$ cat src/shared/rtcal_pkg.sv
package rtcal_pkg;

  // ----------------------------------------
  // Register addresses
  // ----------------------------------------
  localparam logic [3:0] ADDR_WK_MIN  = 4'h8;
  localparam logic [3:0] ADDR_WK_HOUR = 4'h9;
  localparam logic [3:0] ADDR_WK_DAYS = 4'hA;
  localparam logic [3:0] ADDR_DY_MIN  = 4'hB;
  localparam logic [3:0] ADDR_DY_HOUR = 4'hC;
  localparam logic [3:0] ADDR_LAST    = 4'hF;

  // ----------------------------------------
  // Transfer format codes and fields
  // ----------------------------------------
  localparam logic [3:0] FMT_WR_SINGLE  = 4'h8;
  localparam logic [3:0] FMT_WR_BURST   = 4'h0;
  localparam logic [3:0] FMT_RD_SINGLE  = 4'hC;
  localparam logic [3:0] FMT_RD_BURST   = 4'h4;
  localparam int unsigned FMT_READ_BIT   = 2;
  localparam int unsigned FMT_SINGLE_BIT = 3;
  localparam int unsigned HOUR_PM_BIT    = 5;

  // ----------------------------------------
  // Counts and reset values
  // ----------------------------------------
  localparam logic [2:0] BIT_CNT_RST  = 3'h0;
  localparam logic [2:0] BIT_CNT_LAST = 3'h7;
  localparam logic [2:0] DAY_CODE_MAX = 3'h6;
  localparam logic [7:0] BYTE_RST     = 8'h00;
  localparam logic [3:0] NIBBLE_RST   = 4'h0;

  typedef enum logic [1:0] {
    RTCAL_IDLE = 2'b00,
    RTCAL_CMD  = 2'b01,
    RTCAL_DATA = 2'b11
  } rtcal_phase_e;

  typedef struct packed {
    logic [6:0] wk_min;
    logic [5:0] wk_hour;
    logic [6:0] wk_days;
    logic [6:0] dy_min;
    logic [5:0] dy_hour;
  } rtcal_alarm_s;

  typedef struct packed {
    logic [6:0] minute;
    logic [5:0] hour;
    logic [2:0] day;
  } rtcal_time_s;

  localparam rtcal_alarm_s ALARM_RST = '0;

endpackage

$ cat src/core/rtcal_serial_port.sv
module rtcal_serial_port (
  input  wire logic                   clk,
  input  wire logic                   rstn,
  input  wire logic                   select_pin,
  input  wire logic                   sclk_pin,
  input  wire logic                   serial_io_pin_in,
  output logic                        serial_io_pin_out,
  output logic                        serial_io_pin_oe,
  input  wire rtcal_pkg::rtcal_time_s cur_time,
  output logic                        weekly_match,
  output logic                        daily_match
);

  // ----------------------------------------
  // Pin synchronisation and edges
  // ----------------------------------------
  logic [2:0] pins_f;
  logic       sel_f, sclk_f, sio_f;
  logic       sel_q_ff, sclk_q_ff;
  logic       sel_rise, sclk_rise, sclk_fall;

  rtcal_pin_sync #(.W(3)) u_sync (
    .clk       (clk),
    .rstn      (rstn),
    .async_in  ({select_pin, sclk_pin, serial_io_pin_in}),
    .level_out (pins_f)
  );

  assign sel_f     = pins_f[2];
  assign sclk_f    = pins_f[1];
  assign sio_f     = pins_f[0];
  assign sel_rise  = sel_f & ~sel_q_ff;
  assign sclk_rise = sclk_f & ~sclk_q_ff;
  assign sclk_fall = ~sclk_f & sclk_q_ff;

  always_ff @(posedge clk) begin
    if (!rstn) begin
      sel_q_ff  <= 1'b0;
      sclk_q_ff <= 1'b0;
    end else begin
      sel_q_ff  <= sel_f;
      sclk_q_ff <= sclk_f;
    end
  end

  // ----------------------------------------
  // Framing state
  // ----------------------------------------
  rtcal_pkg::rtcal_phase_e phase_ff, nxt_phase;
  rtcal_pkg::rtcal_alarm_s regs_ff, nxt_regs;
  logic                    pol_ff, nxt_pol;
  logic [2:0]              bit_cnt_ff, nxt_bit_cnt;
  logic [6:0]              shift_ff, nxt_shift;
  logic [3:0]              addr_ff, nxt_addr;
  logic [3:0]              fmt_ff, nxt_fmt;
  logic [7:0]              tx_ff, nxt_tx;
  logic                    sio_out_ff, nxt_sio_out;
  logic                    sio_oe_ff, nxt_sio_oe;
  logic                    cap_edge, drv_edge, byte_done;
  logic                    in_read, wr_commit;
  logic [7:0]              rx_byte;
  logic [3:0]              addr_inc;

  // Unmapped addresses read zero; narrow fields sit low
  function automatic logic [7:0] rd_reg(input logic [3:0] a,
                                        input rtcal_pkg::rtcal_alarm_s r);
    logic [7:0] d;
    d = 8'h00;
    unique case (a)
      rtcal_pkg::ADDR_WK_MIN:  d = {1'b0, r.wk_min};
      rtcal_pkg::ADDR_WK_HOUR: d = {2'b00, r.wk_hour};
      rtcal_pkg::ADDR_WK_DAYS: d = {1'b0, r.wk_days};
      rtcal_pkg::ADDR_DY_MIN:  d = {1'b0, r.dy_min};
      rtcal_pkg::ADDR_DY_HOUR: d = {2'b00, r.dy_hour};
      default:                 d = 8'h00;
    endcase
    return d;
  endfunction

  assign cap_edge  = (phase_ff != rtcal_pkg::RTCAL_IDLE) && sel_f &&
                     (pol_ff ? sclk_rise : sclk_fall);
  assign drv_edge  = (phase_ff != rtcal_pkg::RTCAL_IDLE) && sel_f &&
                     (pol_ff ? sclk_fall : sclk_rise);
  assign rx_byte   = {shift_ff, sio_f};
  assign byte_done = cap_edge && (bit_cnt_ff == rtcal_pkg::BIT_CNT_LAST);
  assign in_read   = fmt_ff[rtcal_pkg::FMT_READ_BIT];
  assign wr_commit = byte_done && (phase_ff == rtcal_pkg::RTCAL_DATA) && !in_read;
  assign addr_inc  = addr_ff + 4'h1;

  always_comb begin
    nxt_phase   = phase_ff;
    nxt_pol     = pol_ff;
    nxt_bit_cnt = bit_cnt_ff;
    nxt_shift   = shift_ff;
    nxt_addr    = addr_ff;
    nxt_fmt     = fmt_ff;
    nxt_tx      = tx_ff;
    nxt_sio_out = sio_out_ff;
    nxt_sio_oe  = sio_oe_ff;
    if (!sel_f) begin
      nxt_phase  = rtcal_pkg::RTCAL_IDLE;
      nxt_sio_oe = 1'b0;
    end else if (sel_rise) begin
      nxt_phase   = rtcal_pkg::RTCAL_CMD;
      nxt_bit_cnt = rtcal_pkg::BIT_CNT_RST;
      nxt_sio_oe  = 1'b0;
      nxt_pol     = sclk_f;
    end else begin
      if (cap_edge) begin
        nxt_shift   = rx_byte[6:0];
        nxt_bit_cnt = bit_cnt_ff + 3'h1;
      end
      if (byte_done && phase_ff == rtcal_pkg::RTCAL_CMD) begin
        nxt_addr  = rx_byte[7:4];
        nxt_fmt   = rx_byte[3:0];
        nxt_phase = rtcal_pkg::RTCAL_DATA;
        nxt_tx    = rd_reg(rx_byte[7:4], regs_ff);
      end else if (byte_done) begin
        if (fmt_ff[rtcal_pkg::FMT_SINGLE_BIT]) begin
          nxt_phase = rtcal_pkg::RTCAL_CMD;
        end else begin
          nxt_addr = addr_inc;
          nxt_tx   = rd_reg(addr_inc, regs_ff);
        end
      end
      if (drv_edge) begin
        if (phase_ff == rtcal_pkg::RTCAL_DATA && in_read) begin
          nxt_sio_out = tx_ff[7];
          nxt_tx      = {tx_ff[6:0], 1'b0};
          nxt_sio_oe  = 1'b1;
        end else begin
          nxt_sio_oe = 1'b0;
        end
      end
    end
  end

  always_ff @(posedge clk) begin
    if (!rstn) begin
      phase_ff   <= rtcal_pkg::RTCAL_IDLE;
      pol_ff     <= 1'b0;
      bit_cnt_ff <= rtcal_pkg::BIT_CNT_RST;
      shift_ff   <= 7'h00;
      addr_ff    <= rtcal_pkg::NIBBLE_RST;
      fmt_ff     <= rtcal_pkg::NIBBLE_RST;
      tx_ff      <= rtcal_pkg::BYTE_RST;
      sio_out_ff <= 1'b0;
      sio_oe_ff  <= 1'b0;
    end else begin
      phase_ff   <= nxt_phase;
      pol_ff     <= nxt_pol;
      bit_cnt_ff <= nxt_bit_cnt;
      shift_ff   <= nxt_shift;
      addr_ff    <= nxt_addr;
      fmt_ff     <= nxt_fmt;
      tx_ff      <= nxt_tx;
      sio_out_ff <= nxt_sio_out;
      sio_oe_ff  <= nxt_sio_oe;
    end
  end

  // ----------------------------------------
  // Alarm registers
  // ----------------------------------------
  always_comb begin
    nxt_regs = regs_ff;
    if (wr_commit) begin
      unique case (addr_ff)
        rtcal_pkg::ADDR_WK_MIN:  nxt_regs.wk_min  = rx_byte[6:0];
        rtcal_pkg::ADDR_WK_HOUR: nxt_regs.wk_hour = rx_byte[5:0];
        rtcal_pkg::ADDR_WK_DAYS: nxt_regs.wk_days = rx_byte[6:0];
        rtcal_pkg::ADDR_DY_MIN:  nxt_regs.dy_min  = rx_byte[6:0];
        // codes 12 and 32 stored as is
        rtcal_pkg::ADDR_DY_HOUR: nxt_regs.dy_hour = rx_byte[5:0];
        default:                 nxt_regs = regs_ff;
      endcase
    end
  end

  always_ff @(posedge clk) begin
    if (!rstn) begin
      regs_ff <= rtcal_pkg::ALARM_RST;
    end else begin
      regs_ff <= nxt_regs;
    end
  end

  // ----------------------------------------
  // Match outputs
  // ----------------------------------------
  logic wk_hit, dy_hit;
  logic wk_match_ff, dy_match_ff;

  rtcal_alarm_match u_match (
    .alarm      (regs_ff),
    .now        (cur_time),
    .weekly_hit (wk_hit),
    .daily_hit  (dy_hit)
  );

  always_ff @(posedge clk) begin
    if (!rstn) begin
      wk_match_ff <= 1'b0;
      dy_match_ff <= 1'b0;
    end else begin
      wk_match_ff <= wk_hit;
      dy_match_ff <= dy_hit;
    end
  end

  assign weekly_match      = wk_match_ff;
  assign daily_match       = dy_match_ff;
  assign serial_io_pin_out = sio_out_ff;
  assign serial_io_pin_oe  = sio_oe_ff;
endmodule

$ cat src/core/rtcal_pin_sync.sv
module rtcal_pin_sync #(
  parameter int unsigned W = 3
) (
  input  wire logic         clk,
  input  wire logic         rstn,
  input  wire logic [W-1:0] async_in,
  output logic      [W-1:0] level_out
);

  // ----------------------------------------
  // Three stages; level moves when 2 and 3 agree
  // ----------------------------------------
  for (genvar i = 0; i < W; i++) begin : g_bit
    logic s1_ff, s2_ff, s3_ff, lvl_ff;
    logic nxt_lvl;

    always_comb begin
      nxt_lvl = (s2_ff == s3_ff) ? s3_ff : lvl_ff;
    end

    always_ff @(posedge clk) begin
      if (!rstn) begin
        s1_ff  <= 1'b0;
        s2_ff  <= 1'b0;
        s3_ff  <= 1'b0;
        lvl_ff <= 1'b0;
      end else begin
        s1_ff  <= async_in[i];
        s2_ff  <= s1_ff;
        s3_ff  <= s2_ff;
        lvl_ff <= nxt_lvl;
      end
    end

    assign level_out[i] = lvl_ff;
  end

endmodule

$ cat src/core/rtcal_alarm_match.sv
module rtcal_alarm_match (
  input  wire rtcal_pkg::rtcal_alarm_s alarm,
  input  wire rtcal_pkg::rtcal_time_s  now,
  output logic                         weekly_hit,
  output logic                         daily_hit
);

  logic day_sel;
  logic time_wk;
  logic time_dy;

  always_comb begin
    day_sel = (now.day <= rtcal_pkg::DAY_CODE_MAX) ? alarm.wk_days[now.day] : 1'b0;
    // hour bit 5 compared raw
    // Bit 5 is tens or afternoon flag; both modes compare all six bits alike
    time_wk = (now.minute == alarm.wk_min) && (now.hour == alarm.wk_hour);
    time_dy = (now.minute == alarm.dy_min) && (now.hour == alarm.dy_hour);
    weekly_hit = time_wk && day_sel && (alarm.wk_days != 7'h00);
    daily_hit  = time_dy;
  end

endmodule

$ cat config.mk
export PLATFORM = sky130hd
export DESIGN_NAME = rtcal_serial_port
export DESIGN_NICKNAME = d
export VERILOG_FILES = /design/src/shared/rtcal_pkg.sv /design/src/core/rtcal_serial_port.sv /design/src/core/rtcal_pin_sync.sv /design/src/core/rtcal_alarm_match.sv
export SDC_FILE = /design/constraint.sdc
export NUM_CORES = 1
export LEC_CHECK = 0
export BUFFER_PORTS_ARGS = -buffer_cell sky130_fd_sc_hd__buf_4
export CORE_MARGIN = 2
export CORE_UTILIZATION = 54
export DETAILED_ROUTE_END_ITERATION = 7
export PLACE_DENSITY = 0.8
export SYNTH_ARGS = -nofsm -noshare
export SYNTH_HDL_FRONTEND = slang
export SYNTH_HIERARCHICAL = 1
export SYNTH_SLANG_ARGS = --single-unit
$ cat constraint.sdc
create_clock -name clk -period 2.8 [get_ports clk]
set_clock_uncertainty 0.1 [all_clocks]
set_input_delay 0 -clock clk [delete_from_list [all_inputs] [get_ports clk]]
set_output_delay 0 -clock clk [all_outputs]
set_load 0.01 [all_outputs]
==> results of run 1 <==
## cells by family after synthesis
| group | after synthesis |
|---|---|
| adder cells (fa/ha/maj) | 7 |
| AND/OR/NAND/NOR | 172 |
| multiplexers | 41 |
| buffers and inverters | 45 |
| flip-flops | 78 |
| XOR/XNOR | 27 |
| AO/OA/AOI/OAI | 115 |
## layout make-up
class / instances / area share
multi-input cells: 362 / 0.5228
flip-flops and latches: 78 / 0.3237
inverters: 6 / 0.004668
clock buffers: 12 / 0.03216
well taps: 102 / 0.02645
clock inverters: 4 / 0.01608
repair buffers: 45 / 0.07417
## worst max path at each step
| stage | from | to | slack [ns] | cells after the start |
|---|---|---|---|---|
| finish | addr_ff[3]$_SDFFE_PN0P_ | regs_ff[7]$_SDFFE_PN0P_ | 0.43 | 6 |
| global route | addr_ff[1]$_SDFFE_PN0P_ | tx_ff[2]$_SDFFE_PN0P_ | 0.26 | 6 |
| floorplan | addr_ff[0]$_SDFFE_PN0P_ | tx_ff[3]$_SDFFE_PN0P_ | 0.83 | 8 |
| detailed placement | addr_ff[0]$_SDFFE_PN0P_ | tx_ff[5]$_SDFFE_PN0P_ | 0.50 | 6 |
| CTS | addr_ff[3]$_SDFFE_PN0P_ | regs_ff[7]$_SDFFE_PN0P_ | 0.46 | 6 |
| global placement | addr_ff[0]$_SDFFE_PN0P_ | tx_ff[5]$_SDFFE_PN0P_ | 0.61 | 6 |
## metrics by stage
stage          setup slack [ns]  cells  utilization  hold WS, ns
3_3_place_gp             0.6070    585       0.5839       0.1062
3_5_place_dp             0.5036    585       0.5839       0.1052
6_report                 0.4264    609       0.6244     0.002477
2_1_floorplan            0.8315    485            -      0.02171
5_1_grt                  0.2558    609       0.6244      0.03084
4_1_cts                  0.4620    609       0.6244     0.001232
## flip-flops by register name, indices dropped and copies added, names as in the netlist, 3 cells and up
signal / flops
regs_ff: 33
tx_ff: 8
shift_ff: 7
addr_ff: 4
bit_cnt_ff: 3
u_sync/g_bit.lvl_ff: 3
u_sync/g_bit.s1_ff: 3
u_sync/g_bit.s2_ff: 3
u_sync/g_bit.s3_ff: 3
## cell usage in the layout (no fill, tap or decap), types with 4 or more instances in the layout
cell / n
nor2b_1: 6
nand4_1: 7
and2_1: 8
nor3_1: 10
inv_1: 5
nor4_1: 4
xnor2_1: 13
a22oi_1: 5
xor2_1: 14
nand2_1: 31
o21ai_0: 14
and4b_1: 4
mux2i_1: 40
o22ai_1: 6
buf_4: 37
nand2b_1: 4
nand3_1: 29
a21oi_1: 31
o21a_1: 6
nor2_1: 38
o221ai_1: 6
dlygate4sd3_1: 8
clkbuf_8: 11
o2111ai_1: 6
o211ai_1: 4
dfxtp_1: 78
a22o_1: 6
nand4b_1: 7
nand3b_1: 5
ha_1: 7
and2_2: 6
a221oi_1: 11
## worst max-delay path: stages, from the launching register on
cell,delay [ns]
dfxtp_1,0.65
nand4b_1,0.20
a2111oi_2,0.35
buf_4,0.28
nand2_1,0.34
mux2i_1,0.30
nor2_1,0.06
## report_power, final
group | switching, mW | internal, mW
Clock | 0.420 | 0.556
Combinational | 0.0401 | 0.0429
Sequential | 0.00221 | 1.11
## metal layers
| metal | part of all wire | track usage |
|---|---|---|
| met4 | 0.044 | 0.1360 |
| met3 | 0.071 | 0.05560 |
| met5 | 0 | 0 |
| met2 | 0.47 | 0.4324 |
| met1 | 0.41 | 0.3426 |
==> summary.txt, run 1 <==
Run status
  • Outcome: finished clean

Finish
  • Area grow syn2layout: 12.58%
  • ANT cells: 0
  • Filler Cell Count: 635
  • Fin nets: 530
  • Design Area, Final: ~0.0048 mm^2
  • Register area: 0.001562 mm^2
  • Share of cells above drive strength 1: 0.1440
  • Multi-input logic area: 0.002522 mm^2

Timing
  • Fmax: 421.3 MHz
  • Tcrit/Tclk final: 0.8477
  • Final setup viols: 0
  • Slew Limit Headroom: 0.5091
  • Max Slew Vio Count: 0
  • Setup TNS Final: 0 ns
  • RSZ-0062 raised after global routing: no
  • Final Hold Viols: 0
  • Crit path time final: 2.374 ns
  • Actual slew at the worst max-slew pin: 0.7354 ns

Clocking
  • Clock Sinks: 78
  • Deepest clock path buffer count: 2
  • Number of CTS-inserted buffers: 9
  • Clock root buffer: clkbuf_8
  • Post-CTS Resized: 0
  • Hold Buf Count CTS: 8
  • # Post-CTS Setup Buffers: 0
  • TritonCTS clock tree: yes
  • Clk slew on worst S/H paths: ~0.090 ns
  • CTS H-tree depth: 3
  • Clock Latency Late Sink: 0.36 ns

Synthesis
  • Synth Area in Adders: 0.02044
  • Library cells used by synthesis: 60
  • Mux contribution to synthesized area: 0.09869
  • Post-synthesis area per instance: 8.836 um^2
  • Register area share after synthesis: 0.3644
  • Ys flop type: dfxtp_1
  • Synth top cells by count: 78 x dfxtp_1, 40 x mux2i_1, 38 x nor2_1, 31 x a21oi_1, 31 x nand2_1
  • Largest cells by area after synthesis: dfxtp_1 36%, mux2i_1 9.3%, a21oi_1 3.6%
  • Top-area cell type share of the netlist area: 0.3644
  • Post-Synth XOR/XNOR Area: 0.05518
  • Synthesized flop and latch total: 78
  • Largest area contributor in the netlist: dfxtp_1
  • Post-Syn Area: roughly 0.0043 mm^2
  • Post-synth ARST share: 0
  • Post-synth EDFFs: 0
  • Cells after synthesis: 485
  • Largest family of logic cells by synthesized area: simple AND/OR/NAND/NOR gates
  • Synth warn: 6
  • Count leader, synth: dfxtp_1
  • Compound-cell area share of the yosys netlist: 0.1907
  • Synth Area in Simple Gates: 0.2236
  • Post-synth net total: 513

Worst hold path
  • Hold depth: 5
  • Hold Startpoint: cur_time[14]
  • Hold endpoint: daily_match$_SDFF_PN0_
  • Hold/Removal Path Class: in -> reg

Power and ir drop
  • Pwr Total: 2.175 mW
  • Peak supply drop: 0.0003395 V
  • Pwr Density: 450.8 mW/mm^2
  • Lkg Pwr: 1.759 nW

Worst setup path
  • Worst path required time: just under 3 ns
  • R2R cell count: 6
  • Worst EP arrival: 2.53 ns
  • CP endpoint kind: register
  • RR Endpoint: regs_ff[7]$_SDFFE_PN0P_
  • Worst Setup Start Kind: register
  • R2R setup slack: 0.43 ns
  • Worst Path Max Fanout: 15
  • CP Class: reg -> reg
  • Worst r2r src: addr_ff[3]$_SDFFE_PN0P_

GRT
  • First-pass GRT wire length: 18050 um
  • Largest net degree at the start of global routing: 36
  • Vias in the first global route: 3576
  • GRT Overall Usage: 0.2691
  • Initial antenna violation count: 0
  • GR Overflow Total: 0

Floorplan
  • Die X-Extent: 93.09 um
  • Starting Density: 0.5546
  • Site Rows: 32
  • Core area: 0.007727 mm^2
  • I/O pins: 25
  • Die Ht: 93.09 um
  • Die area: 0.008665 mm^2

Placement
  • Placed Area: about 0.0045 mm^2
  • Dpl hpwl: about 8000 um
  • Routability cong.: 0.9763
  • IO buf count: 24

Detailed routing
  • Via count: 3814
  • Post-DR vias/cell: 6.263
  • Drt pass-1 iters: 5
  • Routed Antenna Nets: 0
  • Starting DRC count in detailed routing: about 440
  • Avg WL per Cell: 18.49 um
  • # DRC: 0
  • Overall routed net length: 11260 um

Flow run
  • MaxCap Viol Count: 0
(Power assumes the default switching activity.)
==> inputs of run 2 (changes only) <==
Settings changed: ABC_AREA set to 1, PLACE_DENSITY 0.8 to 0.83.
Clock period 2.8 ns to 2 ns, I/O delays scaled along.
==> summary.txt, run 2 <==
Run status
  • Outcome: finished clean

Placement
  • Placed Area: 0.004845 mm^2 (+7.4%)
  • Pre-CTS WS: 0.04874 ns (-0.4549 ns)
  • Dpl hpwl: 9560 um (+20%)
  • Placed cells: 797 (+36%)
  • Routability cong.: 1.021 (+4.6%)
  • IO buf count: 24 (unchanged)

Worst setup path
  • Cell mode on critical path: ha_1
  • CP Class: reg -> reg
  • R2R setup slack: 0.12 ns (-0.30 ns)
  • Worst path required time: 2.18 ns (-0.77 ns)
  • Critical-path cell list: ha_1 > ha_1 > inv_1 > nor2_8 > nand2_4 > inv_6 > nand3_4 > o21ai_1 > buf_4 > a21oi_1
  • Worst Setup Start Kind: register
  • Crit-path max cell delay: 0.33 ns (-0.32 ns)
  • CP max stage cell: dfxtp_1
  • Worst EP arrival: 2.06 ns (-0.47 ns)
  • Worst Path Max Fanout: 8 (-7)
  • CP endpoint kind: register

Finish
  • Multi-input logic area: 0.002417 mm^2 (-4.2%)
  • Max reg flops: 33 (unchanged)
  • Fin nets: 742 (+40%)
  • Share of cells above drive strength 1: 0.1419 (-0.002121)
  • Post-Route Utilization: 0.6347 (+0.01032)
  • Commonest non-fill, non-tap cell in the layout: nand2_1
  • Design Area, Final: 0.005162 mm^2 (+7.0%)
  • Register area: 0.001565 mm^2 (+0.24%)
  • Largest regs: regs_ff: 33 flops, tx_ff: 8 flops, shift_ff: 7 flops
  • Most frequent cells in the layout: 142 x nand2_1, 88 x inv_1, 75 x dfxtp_1
  • Biggest register: regs_ff
  • Area grow syn2layout: 14.67%
  • Post-route insts no fill: 824 (+35%)
  • Filler Cell Count: 709 (+12%)
  • ANT cells: 0 (unchanged)

Clocking
  • Deepest clock path buffer count: 2 (unchanged)
  • Clock Latency Late Sink: 0.36 ns (about the same)
  • Clk slew on worst S/H paths: 0.08 ns (about the same)
  • Number of CTS-inserted buffers: 9 (unchanged)
  • TritonCTS clock tree: yes
  • Clock root buffer: clkbuf_8
  • Clock Sinks: 78 (unchanged)
  • CTS H-tree depth: 3 (unchanged)

Detailed routing
  • Routed Antenna Nets: 0 (unchanged)
  • Via count: 4710 (+23%)
  • Overall routed net length: 13130 um (+17%)
  • Avg WL per Cell: 15.94 um (-14%)
  • # DRC: 0 (unchanged)
  • Post-DR vias/cell: 5.716 (-8.7%)
  • Starting DRC count in detailed routing: 479 (+9.4%)
  • Drt pass-1 iters: 6 (+1)

GRT
  • Initial antenna violation count: 0 (unchanged)
  • First-pass GRT wire length: 21340 um (+18%)
  • GRT Overall Usage: 0.3104 (+0.04123)
  • Vias in the first global route: 4349 (+22%)
  • GR Overflow Total: 0 (unchanged)
  • Largest net degree at the start of global routing: 43 (+19%)

Synthesis
  • Largest cells by area after synthesis: dfxtp_1 35%, nand2_1 12%, inv_1 7.4%
  • Post-synthesis area per instance: 6.699 um^2 (-24%)
  • Synth warn: 6 (unchanged)
  • Count leader, synth: nand2_1
  • Register area share after synthesis: 0.3469 (-0.01752)
  • Largest area contributor in the netlist: dfxtp_1
  • Synthesized flop and latch total: 78 (unchanged)
  • Library cells used by synthesis: 35 (-42%)
  • Top-area cell type share of the netlist area: 0.3469 (-0.01752)
  • Synth top cells by count: 142 x nand2_1, 89 x inv_1, 78 x dfxtp_1, 68 x nor2_1, 57 x a21oi_1
  • Ys flop type: dfxtp_1
  • Post-synth ARST share: 0 (unchanged)
  • Post-Syn Area: 0.004502 mm^2 (+5.1%)
  • Cells after synthesis: 672 (+39%)
  • Post-synth net total: 700 (+36%)
  • Post-synth EDFFs: 0 (unchanged)

Timing
  • Worst Setup Slack, final: 0.1234 ns (-0.3030 ns)
  • Tcrit/Tclk final: 0.9383 (+0.09058)
  • Worst hold slack: 0.02296 ns (+0.02048 ns)
  • RSZ-0062 raised after global routing: yes
  • Final setup viols: 0 (unchanged)
  • Crit path time final: 1.877 ns (-0.4970 ns)
  • Fmax: 532.9 MHz (+26%)
  • Actual slew at the worst max-slew pin: 0.4843 ns (-0.2510 ns)
  • Final Hold Viols: 0 (unchanged)
  • Max Slew Vio Count: 0 (unchanged)
  • Setup TNS Final: 0 ns (unchanged)
  • Slew Limit Headroom: 0.6747 (+0.1656)

Floorplan
  • Die Ht: 95.31 um (+2.4%)
  • Die area: 0.009083 mm^2 (+4.8%)
  • I/O pins: 25 (unchanged)
  • Die X-Extent: 95.31 um (+2.4%)
  • Starting Density: 0.5535 (-0.001113)
  • Core area: 0.008134 mm^2 (+5.3%)
  • Site Rows: 33 (+3.1%)

Flow run
  • MaxCap Viol Count: 0 (unchanged)

Power and ir drop
  • Sw Share: 0.2469 (+0.03414)
  • Clock share of power: 0.390 (-0.059)
  • Part of the power in combinational logic: 0.052 (+0.014)
  • Pwr Density: 541.9 mW/mm^2 (+20%)
  • Lkg Pwr: 2.308 nW (+31%)
  • Peak supply drop: 0.0005170 V (+52%)
  • Pint: 2.107 mW (+23%)
  • Pwr Total: 2.798 mW (+29%)
  • Switch Pwr: 0.6907 mW (+49%)
  • Part of the power in registers: 0.558 (+0.045)

Worst hold path
  • Hold/Removal Path Class: in -> reg
==> run 2: changes by cell type after synthesis, sizes merged, moves of 11 or more <==
cell	before	now
nand2	34	144
inv	6	92
o21ai	15	60
mux2i	40	0
nor2	38	76
nand4	7	42
a21oi	32	60
nand3	29	49
clkbuf	25	9
and2	14	0
a221oi	11	0
==> run 2: cells by family after synthesis <==
logic type                 after synthesis  synth area share
adders and majority gates                7           0.01945
xor gates and xnor gates                13           0.02529
buffers and inverters                  126            0.1206
AOI/OAI and AO/OA                      127            0.1501
DFF                                     78            0.3469
and+or+nand+nor                        321            0.3377
==> run 2: layout make-up <==
| class | count | area share |
|---|---|---|
| inverters | 95 | 0.07004 |
| well taps | 105 | 0.02545 |
| clock inverters | 6 | 0.007029 |
| repair buffers | 62 | 0.09937 |
| clock buffers | 10 | 0.02666 |
| multi-input cells | 468 | 0.4683 |
| flip-flops and latches | 78 | 0.3032 |
==> run 2: power by group through the flow <==
stage          combinational [mW]  clock, mW  sequential [mW]
2_1_floorplan              0.0719          0             1.60
3_3_place_gp                0.124          0             1.60
3_5_place_dp                0.130          0             1.60
4_1_cts                     0.144       1.10             1.56
5_1_grt                     0.161       1.17             1.56
6_report                    0.146       1.09             1.56
==> run 2: what timing repair did <==
action                     4_1_cts  5_1_grt
buffers inserted                 0        2
gates resized for setup          0       13
hold buffers                     9        0
setup endpoints to repair        0       21
hold endpoints to repair        25        0
==> run 2: critical path: cells and delay by family, from the launching register on <==
family | cells | cell delay [ns]
buf+inv | 3 | 0.38
flops | 1 | 0.33
fa+ha+maj | 2 | 0.39
compound gates | 2 | 0.25
simple gates | 3 | 0.34
==> run 2: layer usage <==
metal / part of all wire / track usage
met5: 0 / 0
met4: 0.041 / 0.1570
met3: 0.097 / 0.06245
met2: 0.46 / 0.4888
met1: 0.41 / 0.4035
==> run 2: worst paths after layout <==
check	from	endpoint	cells after the start
worst min-delay path	cur_time[8]	daily_match$_SDFF_PN0_	7
worst max register to register	bit_cnt_ff[0]$_SDFFE_PN0P_	regs_ff[6]$_SDFFE_PN0P_	10
worst min register to register	u_sync/g_bit[0].s1_ff$_SDFF_PN0_	u_sync/g_bit[0].s2_ff$_SDFF_PN0_	2
worst max-delay path	bit_cnt_ff[0]$_SDFFE_PN0P_	regs_ff[6]$_SDFFE_PN0P_	10
==> inputs of run 3 (changes only) <==
--- a/config.mk
+++ b/config.mk
@@ -7,3 +7,3 @@
 export LEC_CHECK = 0
-export ABC_AREA = 1
+export ABC_AREA = 0
 export BUFFER_PORTS_ARGS = -buffer_cell sky130_fd_sc_hd__buf_4
--- a/constraint.sdc
+++ b/constraint.sdc
@@ -4,2 +4,2 @@
 set_output_delay 0 -clock clk [all_outputs]
-set_load 0.01 [all_outputs]
+set_load 0.1 [all_outputs]
==> summary.txt, run 3 (synthesis results as in run 1) <==
Timing
  • Fmax: 514.7 MHz (-3.4%)
  • Tcrit/Tclk final: 0.9714 (+0.03310)
  • Setup TNS Final: 0 ns (unchanged)
  • Max Slew Vio Count: 0 (unchanged)
  • Crit path time final: 1.943 ns (+0.06620 ns)
  • Final setup viols: 0 (unchanged)
  • Final Hold Viols: 0 (unchanged)
  • Actual slew at the worst max-slew pin: 0.5936 ns (+0.1093 ns)
  • Slew Limit Headroom: 0.6016 (-0.07312)
  • Worst hold slack: 0.02859 ns (+0.005629 ns)

Detailed routing
  • Post-DR vias/cell: 6.469 (+13%)
  • # DRC: 0 (unchanged)
  • Avg WL per Cell: 20.22 um (+27%)
  • Starting DRC count in detailed routing: 334 (-30%)
  • Routed Antenna Nets: 0 (unchanged)
  • Drt pass-1 iters: 7 (+1)
  • Overall routed net length: 12900 um (-1.8%)
  • Via count: 4127 (-12%)

Power and ir drop
  • Lkg Pwr: 1.954 nW (-15%)
  • Part of the power in combinational logic: 0.037 (-0.015)
  • Clock share of power: 0.484 (+0.094)
  • Sw Share: 0.2079 (-0.03899)
  • Part of the power in registers: 0.479 (-0.079)
  • Pint: 2.582 mW (+23%)
  • Peak supply drop: 0.0006547 V (+27%)
  • Switch Pwr: 0.6776 mW (-1.9%)
  • Pwr Density: 623.0 mW/mm^2 (+15%)

Worst setup path
  • Worst path required time: 2.20 ns (+0.02 ns)
  • WP depth: 7 (-3)
  • CP bufs+invs: 1 (-2)
  • CP max stage cell: or4b_1
  • CP Class: reg -> reg
  • Worst r2r src: addr_ff[0]$_SDFFE_PN0P_
  • CP endpoint kind: register
  • R2R cell count: 7 (-3)
  • Crit-path max cell delay: 0.50 ns (+0.17 ns)
  • Worst Path Max Fanout: 9 (+1)
  • Critical-path cell list: buf_4 > ha_4 > or2_2 > o21ai_2 > a22oi_1 > or4b_1 > a21oi_2
  • Worst EP arrival: 2.14 ns (+0.08 ns)
  • RR Endpoint: tx_ff[6]$_SDFFE_PN0P_
  • R2R setup slack: 0.06 ns (-0.07 ns)
  • Cell family with most CP delay: simple AND/OR/NAND/NOR gates
  • Worst Setup Start Kind: register

GRT
  • GR Overflow Total: 0 (unchanged)
  • Vias in the first global route: 3933 (-9.6%)
  • Largest net degree at the start of global routing: 35 (-19%)
  • GRT Overall Usage: 0.2928 (-0.01756)
  • First-pass GRT wire length: 19750 um (-7.5%)
  • Initial antenna violation count: 0 (unchanged)

Worst hold path
  • Hold/Removal Path Class: in -> reg
  • Hold endpoint: daily_match$_SDFF_PN0_
  • Hold depth: 4 (-3)
  • Hold Startpoint: cur_time[5]

Finish
  • Biggest register: regs_ff
  • Design Area, Final: 0.005231 mm^2 (+1.3%)
  • Most frequent cells in the layout: 71 x dfxtp_1, 62 x buf_4, 40 x mux2i_1
  • Largest regs: regs_ff: 33 flops, tx_ff: 8 flops, shift_ff: 7 flops
  • Max reg flops: 33 (unchanged)
  • Filler Cell Count: 584 (-18%)
  • ANT cells: 0 (unchanged)
  • Commonest non-fill, non-tap cell in the layout: dfxtp_1
  • Area grow syn2layout: 22.07%
  • Register area: 0.001573 mm^2 (+0.48%)
  • Share of cells above drive strength 1: 0.2332 (+0.09135)
  • Multi-input logic area: 0.002621 mm^2 (+8.4%)
  • Fin nets: 559 (-25%)

Floorplan
  • Core area: 0.007727 mm^2 (-5.0%)
  • Site Rows: 32 (-3.0%)
  • Die Ht: 93.09 um (-2.3%)
  • Die area: 0.008665 mm^2 (-4.6%)
  • I/O pins: 25 (unchanged)
  • Starting Density: 0.5546 (+0.001113)
  • Die X-Extent: 93.09 um (-2.3%)

Placement
  • Placed Area: 0.004767 mm^2 (-1.6%)
  • Routability cong.: 0.9755 (-4.4%)
  • Dpl hpwl: 8723 um (-8.7%)
  • IO buf count: 24 (unchanged)

Clocking
  • Number of CTS-inserted buffers: 9 (unchanged)
  • Clock Latency Late Sink: 0.36 ns (about the same)
  • Clk slew on worst S/H paths: 0.09 ns (about the same)
  • # Post-CTS Setup Buffers: 0 (unchanged)
  • Clock root buffer: clkbuf_8
  • Deepest clock path buffer count: 2 (unchanged)
  • CTS H-tree depth: 3 (unchanged)
  • Clock Sinks: 78 (unchanged)
  • TritonCTS clock tree: yes

Run status
  • Outcome: finished clean

Flow run
  • MaxCap Viol Count: 0 (unchanged)
run 3: per-layer routing:
layer | GRT usage | part of all wire | vias to the layer above
met5 | 0 | 0 | -
met4 | 0.1409 | 0.037 | 0
met3 | 0.05077 | 0.085 | 42
met2 | 0.5024 | 0.49 | 259
met1 | 0.3552 | 0.39 | 1956
li1 | - | - | 1870
run 3: worst max-delay path by stage:
stage / startpoint / endpoint / slack (ns)
after floorplan: addr_ff[0]$_SDFFE_PN0P_ / tx_ff[3]$_SDFFE_PN0P_ / 0.03
after global placement: addr_ff[0]$_SDFFE_PN0P_ / tx_ff[3]$_SDFFE_PN0P_ / -0.05
after detailed placement: addr_ff[0]$_SDFFE_PN0P_ / tx_ff[2]$_SDFFE_PN0P_ / -0.14
after CTS: u_sync/g_bit[2].lvl_ff$_SDFFE_PN0N_ / regs_ff[26]$_SDFFE_PN0P_ / -0.05
after global routing: bit_cnt_ff[0]$_SDFFE_PN0P_ / addr_ff[3]$_SDFFE_PN0P_ / -0.02
final: addr_ff[0]$_SDFFE_PN0P_ / tx_ff[6]$_SDFFE_PN0P_ / 0.06
run 3: area by class of cell:
type	count	share of cell area
Multi-Input combinational cell	362	0.5011
Sequential cell	78	0.3006
Timing Repair Buffer	74	0.1179
Clock inverter	7	0.02798
Tap cell	102	0.02440
Clock buffer	9	0.02368
Inverter	6	0.004305
run 3: power groups by stage:
stage	sequential, mW	clock (mW)	combinational [mW]
after global routing	1.56	1.65	0.130
after detailed placement	1.60	0	0.107
final	1.56	1.58	0.122
after CTS	1.56	1.58	0.120
after floorplan	1.60	0	0.0516
after global placement	1.60	0	0.104
run 3: tightest hold or removal path: cells and delay by family:
kind / cells / cell delay, ns
and+or+nand+nor: 2 / 0.29
buffers and inverters: 1 / 0.10
xor gates and xnor gates: 1 / 0.06
run 3: per-stage QoR:
step           setup slack, ns  power [mW]    util  cells
4_1_cts               -0.04878       3.264  0.6671    638
2_1_floorplan          0.03152       1.649       -    485
3_3_place_gp          -0.04581       1.702  0.6169    614
3_5_place_dp           -0.1421       1.705  0.6169    614
6_report               0.05721       3.259  0.6770    638
5_1_grt               -0.01533       3.344  0.6770    638
run 3: what timing repair did:
action                                  4_1_cts  5_1_grt
endpoints found under the setup margin       22       38
resized for setup                             9       22
hold endpoints to repair                     24        0
hold buffers                                  8        0
pin swaps                                     0        6
